<file path="src/rpms_defs.svh">
// Register offsets, field positions, reset values and timing counts of the reset pin and mode select block.
`ifndef RPMS_DEFS_SVH
`define RPMS_DEFS_SVH

`define RPMS_OFS_SOPT 8'h00
`define RPMS_OFS_RSS 8'h04
`define RPMS_OFS_FORCE 8'h08
`define RPMS_OFS_CLK 8'h0C
`define RPMS_OFS_IST 8'h10
`define RPMS_OFS_IMSK 8'h14

`define RPMS_SOPT_RPE 0
`define RPMS_SOPT_DPE 1

`define RPMS_RSS_POR 0
`define RPMS_RSS_PIN 1
`define RPMS_RSS_COP 2
`define RPMS_RSS_ILOP 3
`define RPMS_RSS_ILAD 4
`define RPMS_RSS_LVD 5
`define RPMS_RSS_FORCE 6
`define RPMS_RSS_W 7
`define RPMS_RSS_RESET 7'h01

`define RPMS_FORCE_BIT 0
`define RPMS_CLK_EXT 0
`define RPMS_CLK_DBG 1

`define RPMS_EV_PIN 0
`define RPMS_EV_DONE 1
`define RPMS_EV_W 2

`define RPMS_STRETCH_BUS 66
`define RPMS_BUS_DIV 2
`define RPMS_STRETCH_MIN 131

`define RPMS_RESP_OKAY 2'h0
`define RPMS_RESP_SLVERR 2'h2

`endif

</file>
<file path="src/rpms_pkg.sv">
// Types shared by the reset pin and mode select block.
package rpms_pkg;

	typedef enum logic [1:0]
	{
		RPMS_RUN = 2'h0,
		RPMS_HOLD = 2'h1,
		RPMS_REL = 2'h3
	} rpms_state_t;

	typedef logic [6:0] rpms_cause_t;

endpackage

</file>
<file path="src/rpms_axil.sv">
// AXI4-Lite slave front end: one write and one read at a time, register access as strobes.
`timescale 1ns/1ps
`default_nettype none
`include "rpms_defs.svh"

module rpms_axil
	import rpms_pkg::*;
#(
	parameter int AW = 8
)
(
	input wire logic ref_clk,
	input wire logic srst,
	input wire logic [AW-1:0] s_axi_awaddr,
	input wire logic s_axi_awvalid,
	output logic s_axi_awready,
	input wire logic [31:0] s_axi_wdata,
	input wire logic [3:0] s_axi_wstrb,
	input wire logic s_axi_wvalid,
	output logic s_axi_wready,
	output logic [1:0] s_axi_bresp,
	output logic s_axi_bvalid,
	input wire logic s_axi_bready,
	input wire logic [AW-1:0] s_axi_araddr,
	input wire logic s_axi_arvalid,
	output logic s_axi_arready,
	output logic [31:0] s_axi_rdata,
	output logic [1:0] s_axi_rresp,
	output logic s_axi_rvalid,
	input wire logic s_axi_rready,
	output logic wr_en,
	output logic [AW-1:0] wr_addr,
	output logic [31:0] wr_data,
	output logic wr_lane0,
	input wire logic wr_hit,
	output logic [AW-1:0] rd_addr,
	input wire logic [31:0] rd_data,
	input wire logic rd_hit
);

	logic aw_ok;
	logic w_ok;
	logic ar_ok;
	logic b_done;
	logic r_done;
	logic [3:0] strb_q;

	// Address and data may arrive in either order; the response waits for both.
	assign aw_ok = s_axi_awvalid && s_axi_awready;
	assign w_ok = s_axi_wvalid && s_axi_wready;
	assign ar_ok = s_axi_arvalid && s_axi_arready;
	assign b_done = s_axi_bvalid && s_axi_bready;
	assign r_done = s_axi_rvalid && s_axi_rready;
	assign wr_en = !s_axi_awready && !s_axi_wready && !s_axi_bvalid;
	assign wr_lane0 = strb_q[0];
	assign rd_addr = s_axi_araddr;

	always_ff @(posedge ref_clk)
	begin
		if (srst)
		begin
			s_axi_awready <= 1'b1;
			s_axi_wready <= 1'b1;
			s_axi_bvalid <= 1'b0;
			s_axi_bresp <= `RPMS_RESP_OKAY;
			wr_addr <= '0;
			wr_data <= 32'h0;
			strb_q <= 4'h0;
		end
		else
		begin
			if (aw_ok)
			begin
				s_axi_awready <= 1'b0;
				wr_addr <= s_axi_awaddr;
			end
			if (w_ok)
			begin
				s_axi_wready <= 1'b0;
				wr_data <= s_axi_wdata;
				strb_q <= s_axi_wstrb;
			end
			if (wr_en)
			begin
				s_axi_bvalid <= 1'b1;
				s_axi_bresp <= wr_hit ? `RPMS_RESP_OKAY : `RPMS_RESP_SLVERR;
			end
			if (b_done)
			begin
				s_axi_bvalid <= 1'b0;
				s_axi_awready <= 1'b1;
				s_axi_wready <= 1'b1;
			end
		end
	end

	always_ff @(posedge ref_clk)
	begin
		if (srst)
		begin
			s_axi_arready <= 1'b1;
			s_axi_rvalid <= 1'b0;
			s_axi_rdata <= 32'h0;
			s_axi_rresp <= `RPMS_RESP_OKAY;
		end
		else if (ar_ok)
		begin
			s_axi_arready <= 1'b0;
			s_axi_rvalid <= 1'b1;
			s_axi_rdata <= rd_hit ? rd_data : 32'h0;
			s_axi_rresp <= rd_hit ? `RPMS_RESP_OKAY : `RPMS_RESP_SLVERR;
		end
		else if (r_done)
		begin
			s_axi_rvalid <= 1'b0;
			s_axi_arready <= 1'b1;
		end
	end

endmodule

`default_nettype wire

</file>
<file path="src/rpms_stretch.sv">
// Down counter that holds busy for a fixed number of bus clock ticks after a start.
`timescale 1ns/1ps
`default_nettype none

module rpms_stretch
	import rpms_pkg::*;
#(
	parameter int COUNT = 66
)
(
	input wire logic ref_clk,
	input wire logic srst,
	input wire logic start,
	input wire logic tick,
	output logic busy
);

	localparam int CW = $clog2(COUNT + 1);
	localparam logic [CW-1:0] LOAD = CW'(COUNT);

	logic [CW-1:0] cnt_q;
	logic [CW-1:0] cnt_d;

	assign cnt_d = start ? LOAD : ((tick && cnt_q != '0) ? cnt_q - 1'b1 : cnt_q);
	assign busy = (cnt_q != '0);

	always_ff @(posedge ref_clk)
	begin
		if (srst)
			cnt_q <= '0;
		else
			cnt_q <= cnt_d;
	end

endmodule

`default_nettype wire

</file>
<file path="src/rpms_top.sv">
// Reset pin and mode select controller: pin function, reset stretching, cause flags and debug mode entry.
//
// Operation
// [RQ1] After power-on reset the shared pin is an ordinary port pin, not a reset input.
// [RQ2] Setting the reset pin enable bit makes the pin an open-drain active-low reset with a pull-up.
// [RQ3] Once enabled, the reset function stays on regardless of software until the next power-on reset.
// [RQ4] With the reset function on, an outside party pulling the pin low puts the device into reset.
// [RQ5] Every reset other than power-on drives the enabled pin low for about 66 bus clock cycles.
// [RQ6] Every reset records its cause as a flag in the reset source status register.
// [RQ7] A reset through the pin always ends in user mode, never in background debug mode.
// [RQ8] Debug mode is entered by mode select low at power-on, or by a forced reset with mode select low.
// [RQ9] Right after any reset the device runs from the internal clock generator, not the external one.
// [RQ10] The bus clock that times the stretching runs at exactly half the clock generator output.
// [RQ11] Mode select is sampled at the end of power-on or forced reset; left high it gives normal mode.
// [RQ12] The debug pin enable bit is set by every reset and only software clears it.
// [RQ13] The stretcher counts exactly 66 bus clock cycles and then releases the pin to its pull-up.
`timescale 1ns/1ps
`default_nettype none
`include "rpms_defs.svh"

module rpms_top
	import rpms_pkg::*;
#(
	parameter int AW = 8,
	parameter int STRETCH_BUS = `RPMS_STRETCH_BUS
)
(
	input wire logic ref_clk,
	input wire logic srst,
	input wire logic [AW-1:0] s_axi_awaddr,
	input wire logic s_axi_awvalid,
	output logic s_axi_awready,
	input wire logic [31:0] s_axi_wdata,
	input wire logic [3:0] s_axi_wstrb,
	input wire logic s_axi_wvalid,
	output logic s_axi_wready,
	output logic [1:0] s_axi_bresp,
	output logic s_axi_bvalid,
	input wire logic s_axi_bready,
	input wire logic [AW-1:0] s_axi_araddr,
	input wire logic s_axi_arvalid,
	output logic s_axi_arready,
	output logic [31:0] s_axi_rdata,
	output logic [1:0] s_axi_rresp,
	output logic s_axi_rvalid,
	input wire logic s_axi_rready,
	input wire logic cop_rst_req,
	input wire logic ilop_rst_req,
	input wire logic ilad_rst_req,
	input wire logic lvd_rst_req,
	input wire logic rst_pin_i,
	output logic rst_pin_o,
	output logic rst_pin_oe_n,
	output logic rst_pin_pullup_en,
	output logic reset_pin_function,
	input wire logic mode_select_pin_i,
	output logic debug_pin_enable,
	output logic background_debug_mode,
	output logic sys_rst,
	output logic clock_internal_sel,
	output logic bus_clock,
	output logic irq
);

	rpms_state_t state_q;
	rpms_state_t state_d;
	rpms_cause_t cause_q;
	rpms_cause_t cause_d;
	rpms_cause_t rss_q;
	logic rst_pin_en_q;
	logic dpe_q;
	logic ext_clk_q;
	logic bdm_q;
	logic por_pend_q;
	logic force_pend_q;
	logic drive_q;
	logic bus_q;
	logic sys_rst_q;
	logic irq_q;
	logic pin_o_q;
	logic [`RPMS_EV_W-1:0] ist_q;
	logic [`RPMS_EV_W-1:0] imsk_q;

	logic wr_en;
	logic [AW-1:0] wr_addr;
	logic [31:0] wr_data;
	logic wr_lane0;
	logic wr_hit;
	logic [AW-1:0] rd_addr;
	logic [31:0] rd_data;
	logic rd_hit;
	logic wr_sopt;
	logic wr_force;
	logic wr_clk;
	logic wr_ist;
	logic wr_imsk;
	logic pin_req;
	logic any_req;
	logic enter;
	logic stretch_busy;
	logic stretch_done;
	logic debug_cause;
	logic [`RPMS_EV_W-1:0] ev;
	logic [`RPMS_EV_W-1:0] ist_d;

	rpms_axil #(
		.AW(AW)
	) u_bus (
		.ref_clk(ref_clk),
		.srst(srst),
		.s_axi_awaddr(s_axi_awaddr),
		.s_axi_awvalid(s_axi_awvalid),
		.s_axi_awready(s_axi_awready),
		.s_axi_wdata(s_axi_wdata),
		.s_axi_wstrb(s_axi_wstrb),
		.s_axi_wvalid(s_axi_wvalid),
		.s_axi_wready(s_axi_wready),
		.s_axi_bresp(s_axi_bresp),
		.s_axi_bvalid(s_axi_bvalid),
		.s_axi_bready(s_axi_bready),
		.s_axi_araddr(s_axi_araddr),
		.s_axi_arvalid(s_axi_arvalid),
		.s_axi_arready(s_axi_arready),
		.s_axi_rdata(s_axi_rdata),
		.s_axi_rresp(s_axi_rresp),
		.s_axi_rvalid(s_axi_rvalid),
		.s_axi_rready(s_axi_rready),
		.wr_en(wr_en),
		.wr_addr(wr_addr),
		.wr_data(wr_data),
		.wr_lane0(wr_lane0),
		.wr_hit(wr_hit),
		.rd_addr(rd_addr),
		.rd_data(rd_data),
		.rd_hit(rd_hit)
	);

	// Address decode; all fields sit in byte lane 0, so only that strobe matters.
	assign wr_sopt = wr_en && wr_lane0 && wr_addr == `RPMS_OFS_SOPT;
	assign wr_force = wr_en && wr_lane0 && wr_addr == `RPMS_OFS_FORCE;
	assign wr_clk = wr_en && wr_lane0 && wr_addr == `RPMS_OFS_CLK;
	assign wr_ist = wr_en && wr_lane0 && wr_addr == `RPMS_OFS_IST;
	assign wr_imsk = wr_en && wr_lane0 && wr_addr == `RPMS_OFS_IMSK;
	assign wr_hit = wr_addr == `RPMS_OFS_SOPT || wr_addr == `RPMS_OFS_RSS || wr_addr == `RPMS_OFS_FORCE
		|| wr_addr == `RPMS_OFS_CLK || wr_addr == `RPMS_OFS_IST || wr_addr == `RPMS_OFS_IMSK;
	assign rd_hit = rd_addr == `RPMS_OFS_SOPT || rd_addr == `RPMS_OFS_RSS || rd_addr == `RPMS_OFS_FORCE
		|| rd_addr == `RPMS_OFS_CLK || rd_addr == `RPMS_OFS_IST || rd_addr == `RPMS_OFS_IMSK;
	assign rd_data = (rd_addr == `RPMS_OFS_SOPT) ? {30'h0, dpe_q, rst_pin_en_q} :
		(rd_addr == `RPMS_OFS_RSS) ? {25'h0, rss_q} :
		(rd_addr == `RPMS_OFS_CLK) ? {30'h0, bdm_q, ext_clk_q} :
		(rd_addr == `RPMS_OFS_IST) ? {30'h0, ist_q} :
		(rd_addr == `RPMS_OFS_IMSK) ? {30'h0, imsk_q} : 32'h0;

	// The pin only counts as a reset request while it is not our own stretch pulse.
	assign pin_req = rst_pin_en_q && !rst_pin_i && state_q == RPMS_RUN; // [RQ4]
	assign any_req = por_pend_q || pin_req || cop_rst_req || ilop_rst_req || ilad_rst_req || lvd_rst_req
		|| force_pend_q;
	assign enter = state_q == RPMS_RUN && any_req;

	// One cause per reset, power-on first, forced debug reset last.
	always_comb
	begin
		cause_d = 7'h00;
		if (por_pend_q)
			cause_d[`RPMS_RSS_POR] = 1'b1;
		else if (pin_req)
			cause_d[`RPMS_RSS_PIN] = 1'b1;
		else if (cop_rst_req)
			cause_d[`RPMS_RSS_COP] = 1'b1;
		else if (ilop_rst_req)
			cause_d[`RPMS_RSS_ILOP] = 1'b1;
		else if (ilad_rst_req)
			cause_d[`RPMS_RSS_ILAD] = 1'b1;
		else if (lvd_rst_req)
			cause_d[`RPMS_RSS_LVD] = 1'b1;
		else if (force_pend_q)
			cause_d[`RPMS_RSS_FORCE] = 1'b1;
	end

	rpms_stretch #(
		.COUNT(STRETCH_BUS)
	) u_stretch (
		.ref_clk(ref_clk),
		.srst(srst),
		.start(enter),
		.tick(bus_q),
		.busy(stretch_busy)
	); // [RQ13]

	assign stretch_done = state_q == RPMS_HOLD && !stretch_busy;

	always_comb
	begin
		state_d = state_q;
		unique case (state_q)
			RPMS_RUN:
				if (any_req)
					state_d = RPMS_HOLD;
			RPMS_HOLD:
				if (!stretch_busy)
					state_d = RPMS_REL;
			RPMS_REL:
				state_d = RPMS_RUN;
			default:
				state_d = RPMS_RUN;
		endcase
	end

	// Only power-on and forced resets may sample mode select; a pin reset never does.
	assign debug_cause = cause_q[`RPMS_RSS_POR] || cause_q[`RPMS_RSS_FORCE]; // [RQ7] [RQ8]

	always_ff @(posedge ref_clk)
	begin
		if (srst)
		begin
			state_q <= RPMS_RUN;
			cause_q <= `RPMS_RSS_RESET;
			por_pend_q <= 1'b1;
			sys_rst_q <= 1'b1;
			bdm_q <= 1'b0;
		end
		else
		begin
			state_q <= state_d;
			if (enter)
			begin
				cause_q <= cause_d;
				por_pend_q <= 1'b0;
				sys_rst_q <= 1'b1;
			end
			if (state_q == RPMS_REL)
			begin
				sys_rst_q <= 1'b0;
				bdm_q <= debug_cause && !mode_select_pin_i; // [RQ8] [RQ11]
			end
		end
	end

	// A forced reset request waits in a flag so that a request during an active reset is not lost.
	always_ff @(posedge ref_clk)
	begin
		if (srst)
			force_pend_q <= 1'b0;
		else if (wr_force && wr_data[`RPMS_FORCE_BIT])
			force_pend_q <= 1'b1;
		else if (enter && cause_d[`RPMS_RSS_FORCE])
			force_pend_q <= 1'b0;
	end

	always_ff @(posedge ref_clk)
	begin
		if (srst)
			rss_q <= `RPMS_RSS_RESET;
		else if (enter)
			rss_q <= cause_d; // [RQ6]
	end

	// Power-on is the only thing that clears the pin function.
	always_ff @(posedge ref_clk)
	begin
		if (srst)
			rst_pin_en_q <= 1'b0; // [RQ1]
		else if (wr_sopt && wr_data[`RPMS_SOPT_RPE])
			rst_pin_en_q <= 1'b1; // [RQ2] [RQ3]
	end

	always_ff @(posedge ref_clk)
	begin
		if (srst)
		begin
			dpe_q <= 1'b1;
			ext_clk_q <= 1'b0;
		end
		else if (state_q != RPMS_RUN)
		begin
			dpe_q <= 1'b1; // [RQ12]
			ext_clk_q <= 1'b0; // [RQ9]
		end
		else
		begin
			if (wr_sopt)
				dpe_q <= wr_data[`RPMS_SOPT_DPE];
			if (wr_clk)
				ext_clk_q <= wr_data[`RPMS_CLK_EXT];
		end
	end

	// The pin is pulled low only for non-power-on resets and only while the stretcher runs.
	always_ff @(posedge ref_clk)
	begin
		if (srst)
			drive_q <= 1'b0;
		else if (enter)
			drive_q <= rst_pin_en_q && !cause_d[`RPMS_RSS_POR]; // [RQ5]
		else if (!stretch_busy)
			drive_q <= 1'b0; // [RQ13]
	end

	always_ff @(posedge ref_clk)
	begin
		if (srst)
			bus_q <= 1'b0;
		else
			bus_q <= !bus_q; // [RQ10]
	end

	// Status bits: the set wins over a write-one-to-clear in the same cycle.
	assign ev[`RPMS_EV_PIN] = enter && cause_d[`RPMS_RSS_PIN];
	assign ev[`RPMS_EV_DONE] = stretch_done && !cause_q[`RPMS_RSS_POR];
	assign ist_d = (ist_q & ~({`RPMS_EV_W{wr_ist}} & wr_data[`RPMS_EV_W-1:0])) | ev;

	always_ff @(posedge ref_clk)
	begin
		if (srst)
		begin
			ist_q <= 2'h0;
			imsk_q <= 2'h0;
			irq_q <= 1'b0;
		end
		else
		begin
			ist_q <= ist_d;
			if (wr_imsk)
				imsk_q <= wr_data[`RPMS_EV_W-1:0];
			irq_q <= |(ist_d & (wr_imsk ? wr_data[`RPMS_EV_W-1:0] : imsk_q));
		end
	end

	always_ff @(posedge ref_clk)
	begin
		if (srst)
			pin_o_q <= 1'b0;
		else
			pin_o_q <= 1'b0;
	end

	assign rst_pin_o = pin_o_q;
	assign rst_pin_oe_n = !drive_q;
	assign rst_pin_pullup_en = rst_pin_en_q;
	assign reset_pin_function = rst_pin_en_q;
	assign debug_pin_enable = dpe_q;
	assign background_debug_mode = bdm_q;
	assign sys_rst = sys_rst_q;
	assign clock_internal_sel = !ext_clk_q;
	assign bus_clock = bus_q;
	assign irq = irq_q;

	// Helper counter: length of the current low pulse driven on the pin.
	logic [8:0] low_cnt_q;

	always_ff @(posedge ref_clk)
	begin
		if (srst)
			low_cnt_q <= 9'h000;
		else if (drive_q)
			low_cnt_q <= low_cnt_q + 9'h001;
		else
			low_cnt_q <= 9'h000;
	end
endmodule

`default_nettype wire

</file>
<file path="config.mk">
export PLATFORM = sky130hd
export DESIGN_NAME = rpms_top
export DESIGN_NICKNAME = d
export VERILOG_FILES = /design/src/rpms_pkg.sv /design/src/rpms_axil.sv /design/src/rpms_stretch.sv /design/src/rpms_top.sv
export VERILOG_INCLUDE_DIRS = /design/src
export SDC_FILE = /design/constraint.sdc
export NUM_CORES = 1
export LEC_CHECK = 0
export BUFFER_PORTS_ARGS = -buffer_cell sky130_fd_sc_hd__buf_2
export CORE_MARGIN = 1.5
export CORE_UTILIZATION = 55
export CTS_CLUSTER_SIZE = 20
export DETAILED_ROUTE_END_ITERATION = 12
export PLACE_DENSITY = 0.79
export REMOVE_ABC_BUFFERS = 1
export SYNTH_ARGS = -nofsm -noshare
export SYNTH_HDL_FRONTEND = slang
export SYNTH_HIERARCHICAL = 1
export SYNTH_SLANG_ARGS = --single-unit
</file>
<file path="constraint.sdc">
create_clock -name ref_clk -period 5.3 [get_ports ref_clk]
set_clock_uncertainty 0.15 [all_clocks]
set_input_delay 0.265 -clock ref_clk [delete_from_list [all_inputs] [get_ports ref_clk]]
set_output_delay 0.265 -clock ref_clk [all_outputs]
set_load 0.01 [all_outputs]
</file>
==> out/qor.txt <==
status = completed
vias in the first global route = 2888
total power = 1.320 mW
Detail Route Antenna Nets = 0
worst setup path end = irq$_SDFF_PP0_
initial antenna violation count = 0
global-route wire length before repair = 12970 um
Tot GR Track Use = 21.66%
RSZ-0062 raised after global routing = no
Fill cells = 595
worst r2r path cells = 7
Clk pin slew, worst setup/hold paths = 0.08 ns
Die H = 86.48 um
Wirelength per Cell = 13.51 um
LEAKAGE = 1.795 nW
vias = 3265
Worst EP required = 5.38 ns
total die area = 7478 um^2
initial drt markers = 141
r2r setup slk = 2.80 ns
I/O pin total = 116
Starting Density = 56.72%
worst-path cell chain = or3_4 > inv_1 > nand3_1 > nor4b_1 > mux2i_1 > nor2_1 > a22o_1
# DRC = 0
Fin Hold WS = 0.02331 ns
slowest stage delay, CP = 0.52 ns
H-tree depth = 3
CP max FO = 20
hold buffer count at cts = 0
TritonRoute pass-1 iters = 4
setup_tns = 0 ns
Cells after DPL = 568
Register Area = 1603 um^2
final wirelength = 7891 um
Layout Cells excl Fill = 584
CP max stage cell = nor4b_1
Root Buffer = clkbuf_8
Std-Cell Rows = 30
fmax = 400.5 MHz
crit path capture type = register
port bufs = 79
layout cells sized above 1 = 29.76%
Gate Count Post-Synth = 434
n_diodes = 0
Period Utilization, post-route = 47.11%
FF-to-FF Start = u_bus/s_axi_awready$_SDFFE_PP1P_
Core Util, Final = 65.17%
Placement Setup Slack = 2.834 ns
CP Data Arrival Time = 2.58 ns
GRT overflow = 0
CTS tree = yes
Final setup viols = 0
largest net degree at the start of global routing = 78
Setup Buffers After CTS = 0
RR Endpoint = irq$_SDFF_PP0_
Worst Path Class, Setup = reg -> reg
Final Critical Period = 2.497 ns
Worst slew margin = 28.55%
clk buf depth = 2
Die X = 86.48 um
maxcap violations = 0
worst skew pair latency = 0.34 ns
VDD IR max = 0.0001932 V
PwrDens = 299.9 nW/um^2
Setup crit start kind = register
vias per inst = 5.591
worst hold path class = in -> reg
most frequent cells in the layout = 79 x dfxtp_1, 79 x buf_2, 60 x a21oi_1
Mapped Area = 3832 um^2
post-placement cell area = 4160 um^2
origin of the worst setup path = u_bus/s_axi_awready$_SDFFE_PP1P_
clock sinks = 80
family with the most delay on the worst path = simple AND/OR/NAND/NOR gates
multi-input logic area = 1987 um^2
TritonCTS Buffers = 9
Final HPWL DP = 5210 um
layout net count = 566
CTS resizes = 0
GP Congestion = 0.7871
worst setup margin = 2.803 ns
Worst Path Buf+Inv = 1
Final Hold Viols = 0
Core Box Area = 6756 um^2
Area growth syn-to-layout = 14.89%
Worst path depth = 7
Design Area, Final = 4403 um^2
Post-Syn Area per Cell = 8.830 um^2
Pins Over Slew Limit = 0
yosys warns = 6
measured slew at the worst slew-check pin = 1.072 ns
[cell type report]
| cell class | count | area share [%] |
|---|---|---|
| multi-input combinational | 312 | 45.13 |
| inverter | 14 | 1.194 |
| tap | 80 | 2.273 |
| clock buffer | 10 | 2.899 |
| timing repair buffer | 82 | 9.491 |
| sequential | 80 | 36.40 |
| clock inverter | 6 | 2.614 |
[state kept, by name, indices dropped and copies added (netlist names), 2 cells and up]
name               cells
imsk_q                 2
ist_q                  2
rss_q                  7
state_q                2
u_bus/s_axi_rdata     32
u_bus/wr_addr          8
u_bus/wr_data          2
u_stretch/cnt_q        7
[worst min path at each step]
stage	startpoint	depth (start not counted)	endpoint
5_1_grt	s_axi_awaddr[7]	3	u_bus/wr_addr[7]$_SDFFE_PP0P_
6_report	s_axi_bready	3	u_bus/s_axi_wready$_SDFFE_PP1P_
4_1_cts	s_axi_bready	3	u_bus/s_axi_wready$_SDFFE_PP1P_
3_5_place_dp	rss_q[2]$_SDFFE_PP0P_	2	rss_q[2]$_SDFFE_PP0P_
2_1_floorplan	srst	1	reset_pin_function$_SDFFE_PP0P_
3_3_place_gp	u_bus/s_axi_bresp[1]$_SDFFE_PP0P_	2	u_bus/s_axi_bresp[1]$_SDFFE_PP0P_
[routing by layer]
layer	track usage (%)	wire length [um]	vias to the layer above
met1	27.97	3586	1522
met2	35.72	3845	89
met3	4.667	361	9
met5	0	0	-
li1	-	-	1645
met4	7.918	98	0
[report_power, final]
| group | internal, mW | leakage [nW] | switching, mW |
|---|---|---|---|
| Clock | 0.317 | 0.117 | 0.224 |
| Sequential | 0.620 | 0.650 | 0.0217 |
| Combinational | 0.0529 | 1.03 | 0.0853 |
| Total | 0.989 | 1.79 | 0.331 |
[tightest hold or removal path, delay by kind of cell]
kind | cells | cell delay [ns]
AO/OA/AOI/OAI | 2 | 0.14
buffers and inverters | 1 | 0.08
(Power assumes the default switching activity.)
